===== config.mk =====
export PLATFORM = sky130hd
export DESIGN_NAME = uss_top
export DESIGN_NICKNAME = d
export VERILOG_FILES = /design/src/verilog/uss_pkg.sv /design/src/verilog/uss_top.sv
export VERILOG_INCLUDE_DIRS = /design/src /design/src/verilog
export SDC_FILE = /design/constraint.sdc
export NUM_CORES = 1
export LEC_CHECK = 0
export BUFFER_PORTS_ARGS = -buffer_cell sky130_fd_sc_hd__buf_2
export CAP_MARGIN = 30
export CORE_MARGIN = 5
export CORE_UTILIZATION = 51
export CTS_CLUSTER_SIZE = 12
export DETAILED_ROUTE_END_ITERATION = 10
export PLACE_DENSITY_LB_ADDON = 0.3
export SYNTH_ARGS = -nofsm -noshare
export SYNTH_HDL_FRONTEND = slang
export SYNTH_SLANG_ARGS = --single-unit

===== constraint.sdc =====
create_clock -name clk -period 1.9 [get_ports clk]
set_input_delay 0 -clock clk [delete_from_list [all_inputs] [get_ports clk]]
set_output_delay 0 -clock clk [all_outputs]
set_load 0.01 [all_outputs]

===== src/verilog/uss_cfg.svh =====
// Purpose: Offsets, field positions, reset values and counts of the serial port.
// Assumes: Register index times four gives the Avalon byte address.
// Notes:   Definitions only.
`ifndef USS_CFG_SVH
`define USS_CFG_SVH

// ==========================================================================
// Register indices
`define USS_IDX_INTCTL   8'h0b
`define USS_IDX_PFLAGS   8'h0c
`define USS_IDX_RXCTL    8'h18
`define USS_IDX_TXDATA   8'h19
`define USS_IDX_RXDATA   8'h1a
`define USS_IDX_PENABLE  8'h8c
`define USS_IDX_TXCTL    8'h98
`define USS_IDX_BAUD     8'h99

// ==========================================================================
// Reset values
`define USS_RST_INTCTL   8'h00
`define USS_RST_PFLAGS   8'h00
`define USS_RST_RXCTL    8'h00
`define USS_RST_PENABLE  8'h00
`define USS_RST_TXCTL    8'h02
`define USS_RST_BAUD     8'h00

// ==========================================================================
// Field positions
`define USS_B_GIE        7
`define USS_B_PERIPHERAL_INTERRUPT_ENABLE       6
`define USS_B_RECEIVE_BUFFER_FULL_FLAG       5
`define USS_B_TRANSMIT_BUFFER_EMPTY_FLAG       4
`define USS_B_SERIAL_PORT_ENABLE       7
`define USS_B_RX9        6
`define USS_B_SINGLE_RECEIVE_ENABLE       5
`define USS_B_CONTINUOUS_RECEIVE_ENABLE       4
`define USS_B_ADDRESS_DETECT_ENABLE      3
`define USS_B_FRAMING_ERROR_FLAG       2
`define USS_B_OVERRUN_ERROR_FLAG       1
`define USS_B_RECEIVE_NINTH_BIT       0
`define USS_B_CLOCK_SOURCE_SELECT       7
`define USS_B_TX9        6
`define USS_B_TRANSMIT_ENABLE       5
`define USS_B_SYNC       4
`define USS_B_HIGH_BAUD_SELECT       2
`define USS_B_SHIFTER_EMPTY_STATUS       1
`define USS_B_TRANSMIT_NINTH_BIT       0

// ==========================================================================
// Counts
`define USS_LAST_BIT8    4'd7
`define USS_LAST_BIT9    4'd8
`define USS_FIFO_DEPTH   2'd2

`endif


===== src/verilog/uss_pkg.sv =====
// Purpose: Types shared by the serial port design and its bench.
// Assumes: Nothing beyond the configuration header.
// Notes:   A word carries eight data bits and an optional ninth bit.
`default_nettype none

package uss_pkg;
  // ========================================================================
  // Word carried through the shifters and the receive queue
  typedef struct packed {
    logic       ninth;
    logic [7:0] data;
  } uss_word_t;
endpackage

`default_nettype wire


===== src/verilog/uss_top.sv =====
// Purpose: Synchronous slave serial port with Avalon-MM registers.
// Assumes: The shift clock pin is far slower than clk and is synchronised here.
// Notes:   All logic, shifting included, runs on clk through the pin synchronisers; there is no sleep input.
// Functional notes
// RULE_01: Cleared clock source bit selects external shift clock.
// RULE_02: Shifting continues while the chip sleeps.
// RULE_03: First buffered word moves to shifter at once.
// RULE_04: Second word waits; transmit empty flag stays clear.
// RULE_05: After shift-out, reload shifter, set transmit flag.
// RULE_06: Transmit flag with enable wakes and interrupts.
// RULE_07: Software sets up sync slave transmit bits.
// RULE_08: Software enables, loads ninth bit, then data.
// RULE_09: Single receive enable ignored in slave mode.
// RULE_10: Continuous receive accepts words during sleep.
// RULE_11: Completed word goes to buffer; wakes when enabled.
// RULE_12: Software sets up slave receive, then enables.
// RULE_13: Completed reception sets receive full flag.
// RULE_14: Software reads status before received data.
// RULE_15: Clearing continuous receive clears error flags.
// RULE_16: Software sets global and peripheral enables.
// RULE_17: Software keeps reserved parallel port bits clear.
// RULE_18: Software writes ninth bit before data.
// RULE_19: Two-word receive queue; overrun drops and blocks.
// RULE_20: Shifter empty status reflects shifter and buffer.
//
// Implementation choice: register access over Avalon-MM.
`default_nettype none
`include "uss_cfg.svh"

module uss_top (
  // Clock and reset.
  input  wire logic        clk,
  input  wire logic        rst_b,
  // Avalon-MM register slave.
  input  wire logic [9:0]  address,
  input  wire logic        read,
  input  wire logic        write,
  input  wire logic [3:0]  byteenable,
  input  wire logic [31:0] writedata,
  output logic [31:0]      readdata,
  output logic             waitrequest,
  // Link pins.
  input  wire logic        shift_clock_pin,
  input  wire logic        data_pin_in,
  output logic             data_pin_out,
  output logic             data_pin_oe,
  // Wake and interrupt requests to the core.
  output logic             wake_request,
  output logic             interrupt_request
);
  import uss_pkg::*;

  // ==========================================================================
  // Declarations
  logic            ack;
  logic            done;
  logic            wr_en;
  logic [7:0]      idx;
  logic [7:0]      int_ctl;
  logic [7:0]      pflags;
  logic [7:0]      penable;
  logic [7:0]      rx_ctl;
  logic [7:0]      tx_ctl;
  logic [7:0]      baud;
  logic [7:0]      rd_mux;
  logic [7:0]      tx_buf;
  logic            tx_buf_full;
  logic            tx_on;
  logic            tx_load;
  logic            tsr_busy;
  logic            tsr_nine;
  logic [8:0]      transmit_shifter;
  logic [3:0]      tcnt;
  logic            rx_on;
  logic [8:0]      receive_shifter;
  logic [3:0]      rcnt;
  logic [8:0]      next_rsr;
  logic [3:0]      rx_last;
  logic            rx_done;
  uss_word_t       rx_word;
  uss_word_t       fifo [2];
  logic            rd_ptr;
  logic [1:0]      fcnt;
  logic            push;
  logic            pop;
  logic            overrun_error_flag;
  logic            ck_s1;
  logic            ck_s2;
  logic            ck_s3;
  logic            dt_s1;
  logic            dt_s2;
  logic            ck_fall;
  logic            transmit_buffer_empty_flag;
  logic            receive_buffer_full_flag;
  logic            shifter_empty_status;
  logic            slave_mode;

  function automatic logic hit(input logic [7:0] a, input logic [7:0] i);
    return a == i;
  endfunction

  // ==========================================================================
  // Avalon access: one wait state, then the access completes.
  assign idx         = address[9:2];
  assign waitrequest = (read | write) & ~ack;
  assign done        = (read | write) & ack;
  assign wr_en       = done & write & byteenable[0];

  always_ff @(posedge clk or negedge rst_b) begin
    if (!rst_b) begin
      ack <= 1'b0;
    end else begin
      ack <= (read | write) & ~ack;
    end
  end

  always_ff @(posedge clk or negedge rst_b) begin
    if (!rst_b) begin
      readdata <= 32'h0000_0000;
    end else if (read && !ack) begin
      readdata <= {24'h00_0000, rd_mux};
    end
  end

  // ==========================================================================
  // Software-written registers
  always_ff @(posedge clk or negedge rst_b) begin
    if (!rst_b) begin
      int_ctl <= `USS_RST_INTCTL;
      pflags  <= `USS_RST_PFLAGS;
      penable <= `USS_RST_PENABLE;
      rx_ctl  <= `USS_RST_RXCTL;
      tx_ctl  <= `USS_RST_TXCTL;
      baud    <= `USS_RST_BAUD;
    end else if (wr_en) begin
      if (hit(idx, `USS_IDX_INTCTL)) begin
        int_ctl <= writedata[7:0];
      end
      if (hit(idx, `USS_IDX_PFLAGS)) begin
        pflags <= writedata[7:0];
      end
      if (hit(idx, `USS_IDX_PENABLE)) begin
        penable <= writedata[7:0];
      end
      if (hit(idx, `USS_IDX_RXCTL)) begin
        rx_ctl <= writedata[7:0];
      end
      if (hit(idx, `USS_IDX_TXCTL)) begin
        tx_ctl <= writedata[7:0];
      end
      if (hit(idx, `USS_IDX_BAUD)) begin
        baud <= writedata[7:0];
      end
    end
  end

  // ==========================================================================
  // Status and read mux
  assign transmit_buffer_empty_flag = ~tx_buf_full;
  assign receive_buffer_full_flag = fcnt != 2'd0; // RULE_13
  assign shifter_empty_status = ~tsr_busy & ~tx_buf_full; // RULE_20

  always_comb begin
    rd_mux = 8'h00;
    if (hit(idx, `USS_IDX_INTCTL)) begin
      rd_mux = int_ctl;
    end else if (hit(idx, `USS_IDX_PFLAGS)) begin
      rd_mux = pflags;
      rd_mux[`USS_B_RECEIVE_BUFFER_FULL_FLAG] = receive_buffer_full_flag;
      rd_mux[`USS_B_TRANSMIT_BUFFER_EMPTY_FLAG] = transmit_buffer_empty_flag; // RULE_04
    end else if (hit(idx, `USS_IDX_PENABLE)) begin
      rd_mux = penable;
    end else if (hit(idx, `USS_IDX_RXCTL)) begin
      rd_mux = rx_ctl;
      rd_mux[`USS_B_FRAMING_ERROR_FLAG] = 1'b0;
      rd_mux[`USS_B_OVERRUN_ERROR_FLAG] = overrun_error_flag;
      rd_mux[`USS_B_RECEIVE_NINTH_BIT] = fifo[rd_ptr].ninth & receive_buffer_full_flag;
    end else if (hit(idx, `USS_IDX_RXDATA)) begin
      rd_mux = receive_buffer_full_flag ? fifo[rd_ptr].data : 8'h00;
    end else if (hit(idx, `USS_IDX_TXCTL)) begin
      rd_mux = tx_ctl;
      rd_mux[3] = 1'b0;
      rd_mux[`USS_B_SHIFTER_EMPTY_STATUS] = shifter_empty_status;
    end else if (hit(idx, `USS_IDX_BAUD)) begin
      rd_mux = baud;
    end
  end

  // ==========================================================================
  // Pin synchronisers
  always_ff @(posedge clk or negedge rst_b) begin
    if (!rst_b) begin
      ck_s1 <= 1'b0;
      ck_s2 <= 1'b0;
      ck_s3 <= 1'b0;
      dt_s1 <= 1'b0;
      dt_s2 <= 1'b0;
    end else begin
      ck_s1 <= shift_clock_pin;
      ck_s2 <= ck_s1;
      ck_s3 <= ck_s2;
      dt_s1 <= data_pin_in;
      dt_s2 <= dt_s1;
    end
  end

  // The master samples and we advance on the falling edge of its clock.
  assign ck_fall    = ck_s3 & ~ck_s2; // RULE_01
  assign slave_mode = rx_ctl[`USS_B_SERIAL_PORT_ENABLE] & tx_ctl[`USS_B_SYNC] & ~tx_ctl[`USS_B_CLOCK_SOURCE_SELECT]; // RULE_01

  // ==========================================================================
  // Transmit buffer and shifter
  assign tx_on   = slave_mode & tx_ctl[`USS_B_TRANSMIT_ENABLE];
  assign tx_load = tx_on & tx_buf_full & ~tsr_busy; // RULE_03 RULE_05

  // A write in the cycle of a load keeps the buffer full with the new word.
  always_ff @(posedge clk or negedge rst_b) begin
    if (!rst_b) begin
      tx_buf      <= 8'h00;
      tx_buf_full <= 1'b0;
    end else if (wr_en && hit(idx, `USS_IDX_TXDATA)) begin
      tx_buf      <= writedata[7:0];
      tx_buf_full <= 1'b1;
    end else if (tx_load) begin
      tx_buf_full <= 1'b0; // RULE_05
    end
  end

  // Dropping the enable aborts the word in the shifter; the buffer is kept.
  always_ff @(posedge clk or negedge rst_b) begin
    if (!rst_b) begin
      transmit_shifter      <= 9'h000;
      tsr_busy <= 1'b0;
      tsr_nine <= 1'b0;
      tcnt     <= 4'd0;
    end else if (!tx_on) begin
      tsr_busy <= 1'b0;
      tcnt     <= 4'd0;
    end else if (tx_load) begin
      transmit_shifter      <= {tx_ctl[`USS_B_TRANSMIT_NINTH_BIT], tx_buf}; // RULE_03
      tsr_nine <= tx_ctl[`USS_B_TX9];
      tsr_busy <= 1'b1;
      tcnt     <= 4'd0;
    end else if (tsr_busy && ck_fall) begin // RULE_02
      if (tcnt == (tsr_nine ? `USS_LAST_BIT9 : `USS_LAST_BIT8)) begin
        tsr_busy <= 1'b0; // RULE_05
        tcnt     <= 4'd0;
      end else begin
        transmit_shifter  <= {1'b0, transmit_shifter[8:1]};
        tcnt <= tcnt + 4'd1;
      end
    end
  end

  assign data_pin_out = transmit_shifter[0];
  assign data_pin_oe  = tsr_busy & ~rx_on;

  // ==========================================================================
  // Receive shifter; the single receive enable plays no part here.
  assign rx_on    = slave_mode & rx_ctl[`USS_B_CONTINUOUS_RECEIVE_ENABLE]; // RULE_09 RULE_10
  assign rx_last  = rx_ctl[`USS_B_RX9] ? `USS_LAST_BIT9 : `USS_LAST_BIT8;
  assign next_rsr = {dt_s2, receive_shifter[8:1]};
  assign rx_done  = rx_on & ck_fall & (rcnt == rx_last); // RULE_02

  always_comb begin
    if (rx_ctl[`USS_B_RX9]) begin
      rx_word.data  = next_rsr[7:0];
      rx_word.ninth = next_rsr[8];
    end else begin
      rx_word.data  = next_rsr[8:1];
      rx_word.ninth = 1'b0;
    end
  end

  always_ff @(posedge clk or negedge rst_b) begin
    if (!rst_b) begin
      receive_shifter  <= 9'h000;
      rcnt <= 4'd0;
    end else if (!rx_on) begin
      rcnt <= 4'd0;
    end else if (ck_fall) begin
      receive_shifter  <= next_rsr;
      rcnt <= (rcnt == rx_last) ? 4'd0 : rcnt + 4'd1;
    end
  end

  // ==========================================================================
  // Two-word receive queue and overrun
  assign push = rx_done & ~overrun_error_flag & (fcnt != `USS_FIFO_DEPTH); // RULE_11 RULE_19
  assign pop  = done & read & hit(idx, `USS_IDX_RXDATA) & receive_buffer_full_flag;

  always_ff @(posedge clk or negedge rst_b) begin
    if (!rst_b) begin
      rd_ptr <= 1'b0;
      fcnt   <= 2'd0;
    end else begin
      if (pop) begin
        rd_ptr <= ~rd_ptr;
      end
      if (push && !pop) begin
        fcnt <= fcnt + 2'd1;
      end else if (pop && !push) begin
        fcnt <= fcnt - 2'd1;
      end
    end
  end

  always_ff @(posedge clk) begin
    if (push) begin
      fifo[rd_ptr ^ fcnt[0]] <= rx_word; // RULE_11
    end
  end

  // Overrun stays set, blocking the queue, until the continuous receive enable is cleared.
  always_ff @(posedge clk or negedge rst_b) begin
    if (!rst_b) begin
      overrun_error_flag <= 1'b0;
    end else if (rx_done && !overrun_error_flag && fcnt == `USS_FIFO_DEPTH) begin
      overrun_error_flag <= 1'b1; // RULE_19
    end else if (!rx_ctl[`USS_B_CONTINUOUS_RECEIVE_ENABLE]) begin
      overrun_error_flag <= 1'b0; // RULE_15
    end
  end

  // ==========================================================================
  // Wake and interrupt requests
  always_ff @(posedge clk or negedge rst_b) begin
    if (!rst_b) begin
      wake_request      <= 1'b0;
      interrupt_request <= 1'b0;
    end else begin
      wake_request <= (transmit_buffer_empty_flag & penable[`USS_B_TRANSMIT_BUFFER_EMPTY_FLAG])
                    | (receive_buffer_full_flag & penable[`USS_B_RECEIVE_BUFFER_FULL_FLAG]); // RULE_06 RULE_11
      interrupt_request <= ((transmit_buffer_empty_flag & penable[`USS_B_TRANSMIT_BUFFER_EMPTY_FLAG])
                          | (receive_buffer_full_flag & penable[`USS_B_RECEIVE_BUFFER_FULL_FLAG]))
                          & int_ctl[`USS_B_GIE] & int_ctl[`USS_B_PERIPHERAL_INTERRUPT_ENABLE]; // RULE_06 RULE_13
    end
  end

endmodule // uss_top

`default_nettype wire

Yosys cells after proc, flatten, opt, wreduce, memory -nomap -nowiden
Memory sizes are Yosys's and may differ from the RTL's.
Index checks and enable logic that the tools add are counted.
{ "classes": {"n_addsub": 4, "eq_ne": 17, "n_mux": 33, "n_bitwise": 36, "n_reduce_logical": 25} }
{ "op_table": {"columns": ["operator", "count"], "rows": [
  ["8-bit 2-to-1 mux", 8],
  ["4-bit 2-to-1 mux", 9],
  ["9-bit 2-to-1 mux", 4],
  ["1-bit bitwise AND", 25],
  ["8-bit by 5-bit equality test with 1-bit output (second input constant)", 3],
  ["8-bit equality test (second input constant)", 3],
  ["2-bit AND reduction", 9],
  ["8-bit by 4-bit equality test with 1-bit output (second input constant)", 2],
  ["1-bit 2-to-1 mux", 10],
  ["4-bit by 1-bit adder with 4-bit output (second input constant)", 2],
  ["4-bit equality test", 2],
  ["1-bit inverter", 8],
  ["2-bit nonzero test", 4],
  ["1-bit logical AND", 7],
  ["3-bit by 1-bit != test with 1-bit output (second input constant)", 2],
  ["1-bit zero test", 4],
  ["2-bit 2-to-1 mux", 2],
  ["2-bit by 1-bit != test with 1-bit output (second input constant)", 2],
  ["2-bit != test (second input constant)", 2],
  ["3-bit AND reduction", 1],
  ["2-bit by 1-bit adder with 2-bit output (second input constant)", 1],
  ["2-bit equality test (second input constant)", 1],
  ["1-bit bitwise OR", 2],
  ["2-bit by 1-bit subtractor with 2-bit output (second input constant)", 1],
  ["1-bit bitwise XOR", 1]
]} }
{ "word_totals": {"register_bits": 105, "mem_bits_rw": 18, "input_bits": 52, "output_inout_bits": 37, "word_cells": 142, "n_memories": 1} }
{ "memory_table": {"columns": ["name", "depth", "word_bits", "read_ports", "rd_clocked_by_memory_dff", "write_ports", "line_no", "rtl"], "rows": [
  ["fifo", 2, 9, 1, 0, 1, "uss_top.sv:81", "uss_word_t fifo [2];"]
]} }

Longest topological paths before layout
{ "depth": {"word_depth": 11, "ltp_mapped": 9, "ltp_nobuf": 9} }

Worst setup path after synthesis
Ideal clock, no wire load.
{ "synth_timing": {"path_type": "register to register", "startpoint": "reg tx_ctl[7]", "endpoint": "mem fifo[0][0] (netlist name) (enable)", "setup_time_ns": 0.375, "t_arrival_ns": 1.719, "required_ns": 1.525, "setup_slack_ns": -0.194, "path_stages_with_launch": 6, "n_path_buf": 0, "synth_period_minus_slack_ns": 2.094, "path_cell_list": "dfrtp_1 -> nand4b_1 -> nor3b_1 -> nor3b_1 -> o21ai_0 -> nor2b_1"} }
{ "synth_via": {"elab_chain_len": 9} }
{ "synth_lines": {"columns": ["element", "line_no", "rtl"], "rows": [
  ["start, declared", "uss_top.sv:63", "logic [7:0] tx_ctl;"],
  ["start signal, assigned", "uss_top.sv:133", "tx_ctl <= `USS_RST_TXCTL;"],
  ["start signal, assigned", "uss_top.sv:149", "tx_ctl <= writedata[7:0];"],
  ["1-bit inverter", "uss_top.sv:209", "assign slave_mode = rx_ctl[`USS_B_SERIAL_PORT_ENABLE] & tx_ctl[`USS_B_SYNC] & ~tx_ctl[`USS_B_CLOCK_SOURCE_SELE ..."],
  ["1-bit bitwise AND", "uss_top.sv:209", null],
  ["1-bit bitwise AND", "uss_top.sv:260", "assign rx_on = slave_mode & rx_ctl[`USS_B_CONTINUOUS_RECEIVE_ENABLE];"],
  ["1-bit bitwise AND (2 in a row)", "uss_top.sv:263", "assign rx_done = rx_on & ck_fall & (rcnt == rx_last);"],
  ["1-bit bitwise AND (2 in a row)", "uss_top.sv:289", "assign push = rx_done & ~overrun_error_flag & (fcnt != `USS_FIFO_DEPTH);"],
  ["1-bit 2-to-1 mux", "uss_top.sv:309", "if (push) begin"],
  ["1-bit 2-to-1 mux (not written as such)", "uss_top.sv:310", "fifo[rd_ptr ^ fcnt[0]] <= rx_word;"],
  ["end, declared", "uss_top.sv:81", null]
]} }
No other way between the ends.

Final worst setup path
{ "layout_timing": {"startpoint": "reg rcnt[1]", "endpoint": "reg fcnt[1]"} }
{ "layout_via": {"elab_chain_len": 7, "elab_cells_between_ends": 9, "classes_between": "1 x eq/ne; 1 x mux; 3 x bitwise; 4 x reduce/logical"} }
{ "layout_lines": {"columns": ["element", "line_no", "rtl"], "rows": [
  ["start, declared", "uss_top.sv:76", "logic [3:0] rcnt;"],
  ["start signal, assigned", "uss_top.sv:283", "rcnt <= (rcnt == rx_last) ? 4'd0 : rcnt + 4'd1;"],
  ["4-bit equality test *", "uss_top.sv:263", null],
  ["1-bit bitwise AND *", "uss_top.sv:263", null],
  ["1-bit bitwise AND * (2 in a row)", "uss_top.sv:289", null],
  ["1-bit zero test", "uss_top.sv:302", "end else if (pop && !push) begin"],
  ["1-bit logical AND", "uss_top.sv:302", null],
  ["2-bit nonzero test (no source line)", null, null],
  ["end signal, assigned", "uss_top.sv:301", "fcnt <= fcnt + 2'd1;"],
  ["end signal, assigned", "uss_top.sv:303", "fcnt <= fcnt - 2'd1;"],
  ["end, declared", "uss_top.sv:83", "logic [1:0] fcnt;"]
]} }
Every way passes the cells marked *; elsewhere a longest branch is shown, timed or not.
A chain may end at the register's enable or synchronous reset.

==> metrics.txt <==
die area 0.0129 mm^2; DR WL met2 6120 um; Mapped Cells 452; Port Buf Inserts 35; synth unique cells 58; Core Region 0.0104 mm^2; DRT antenna net count 0; number of synthesized register bits 115; Final #Nets 601; most common library cell in the layout ignoring fill and taps dfrtp_1; io pins 89; commonest cells after routing, fill and taps aside dfrtp_1, mux2_2, buf_4; final hold violations 0; DRT met1 WL 5490 um; Setup violations, final 0; largest net degree at the start of global routing 46; Worst VDD drop 0.000512 V; RSZ-0062 raised after global routing yes; Min-Delay Path Depth 5; DP Cell Count 638; hold endpoint readdata[2]; CTS tree yes; Critical Path Start Type flip-flop; Die Wd 114 um; Sink Count 115; sequential cell area fraction in the yosys report 0.542; gp weighted congestion 0.885; CTS root buf clkbuf_8; critical-path maximum fanout 2; TritonCTS Buffers 17; wire per inst 18.4 um; total of max-cap violations 0; fin crit share 0.992; Die Y 114 um; Routed met3 length 840 um; crit path DAT 2290 ps; Pins Over Slew Limit 0; R2R cell count 9; Initial Utilization 0.526; Avg Inst Size Synth 12.1 um^2; placed wire-length estimate 8630 um; FF-to-FF End fcnt[1]; Longest Clk Path Bufs 2; vias in the first global route 4041; drt first pass iters 5; initial antenna violation count 0; critical path data required time 2310 ps; EDFF count, synth 18; FF-to-FF Start rcnt[1]; grt ovf 0; largest cells by area after synthesis dfrtp_1, mux2_2, edfxtp_1; status finished clean; highest clock rate 531 MHz; total track usage 0.209; main flop type after synthesis dfrtp_1; final cell count without fillers 695; area leader, netlist dfrtp_1; DRC Markers 0; fillcell total 796; CP endpoint kind flip-flop; DR top layer met4; synth warn 0; Yosys top cell area share 0.443; Setup CP Type reg -> reg; Tot Pwr 5.89 mW; post-route cell area 0.00676 mm^2; Period minus WS final 1880 ps; Core Util, Final 0.649; H-tree lvl count 4; Static Leak 3.21 nW; async set or reset register ratio after synthesis 0.843; Placement Cell Area 0.00591 mm^2; Site Rows 37; initial drt markers 289; worst skew pair latency 530 ps; hold path start address[4]; setup TNS 0 ps; Area Growth Syn to Fin 23.5%; Post-Syn Area 0.00548 mm^2; first-pass GRT wire length 20600 um; Antenna diodes 0; routed via count 3877; fraction of layout cells with a size suffix above 1 0.354; reg2reg setup slack 20 ps; sequential cell area 0.00297 mm^2; Slew @ Worst Pin 560 ps; vias per inst 5.58; Total Routed Length 12800 um; Power Density 871 mW/mm^2; Min-Delay Path Class in -> reg; CTS clk-pin slew, worst paths 60 ps; slew margin rel. 0.627; multi-input logic area 0.00233 mm^2; Post-Route Skew 10.6 ps
[per-layer routing]
layer  up-vias  global-route usage
met4         0               0.104
li1       1775                   -
met3        30              0.0520
met1      1905               0.272
met2       167               0.327
met5         -                   0
[worst max-delay path by stage]
stage              start  slack, ps  cells after the start         end
2_1_floorplan  tx_ctl[7]         -2                      5  fifo[0][0]
3_3_place_gp     rcnt[0]        -40                      9     fcnt[1]
3_5_place_dp     rcnt[0]       -180                      9     fcnt[1]
4_1_cts          rcnt[1]         -6                      7  fifo[1][4]
5_1_grt          rcnt[1]        -50                      9     fcnt[1]
6_report         rcnt[1]         20                      9     fcnt[1]
[critical path, stage by stage, from the launching register on]
cell,delay [ps]
dfrtp_1,400
nor4b_2,320
a22oi_2,150
nor3b_4,210
o21ai_2,90
inv_1,70
ha_1,150
xor2_1,180
nor2_1,80
xnor2_1,120
[report_power, final]
part           internal [mW]  leakage [nW]  switching (mW)
sequential              2.54          1.48          0.0308
combinational          0.147          1.45           0.234
clock                   1.71         0.270            1.22
total                   4.40          3.21            1.49
[cell families after synthesis]
group,synth area share
flops,0.542
simple gates,0.115
mux,0.183
compound gates,0.0813
buf+inv,0.0571
xor+xnor,0.0144
fa+ha+maj,0.00685
other cells,0.000685
[synth_stat cells, types with 2 or more instances]
library cell  number
nand2_2            2
a211oi_1           5
nor3b_1            3
nor2_1            31
a22oi_1            3
o211ai_1           2
nand2_1           23
xnor2_1            6
and2_1             2
clkbuf_1           6
o21ai_0           19
nor2b_1            6
a32o_1             2
nand3b_1           3
buf_2             10
a21oi_1           20
mux2_4             8
nand4_1            4
o22ai_1            8
ha_1               3
mux2_2            63
buf_6              2
edfxtp_1          18
nand2b_1           3
inv_1             10
dfrtp_1           97
and3_1             3
mux2i_1           17
or3_1              4
nand3_1            6
nor3_1             7
nor2_2             2
buf_4             24
xor2_1             3
and4b_1            2
a31oi_1            3
[stage by stage]
stage	setup WS, ps	hold slack [ps]
2_1_floorplan	-2.29	-296
3_3_place_gp	-39.9	-17.3
3_5_place_dp	-184	-11.4
4_1_cts	-6.32	52.8
5_1_grt	-45.7	82.8
6_report	15.7	73.1
[sequential cells by signal (all words and copies together), names as in the netlist, 8 cells and up]
name / flops
readdata: 8
receive_shifter: 8
transmit_shifter: 9
penable: 8
int_ctl: 8
tx_buf: 8
baud: 8
fifo: 18
[layout make-up]
class,count,area share
clock buffer,18,0.0649
clock inverter,14,0.0170
tap,136,0.0252
timing repair buffer,94,0.104
multi-input combinational,308,0.345
inverter,10,0.00555
sequential,115,0.439
[repair_timing]
action	in CTS	in global routing
hold buffers	18	0
buffers inserted	5	1
pin swaps	3	4
cloned	0	1
endpoints found under the setup margin	20	27
gates resized for setup	3	12
hold endpoints to repair	152	0
No activity file was read; power rests on OpenSTA's default activity.
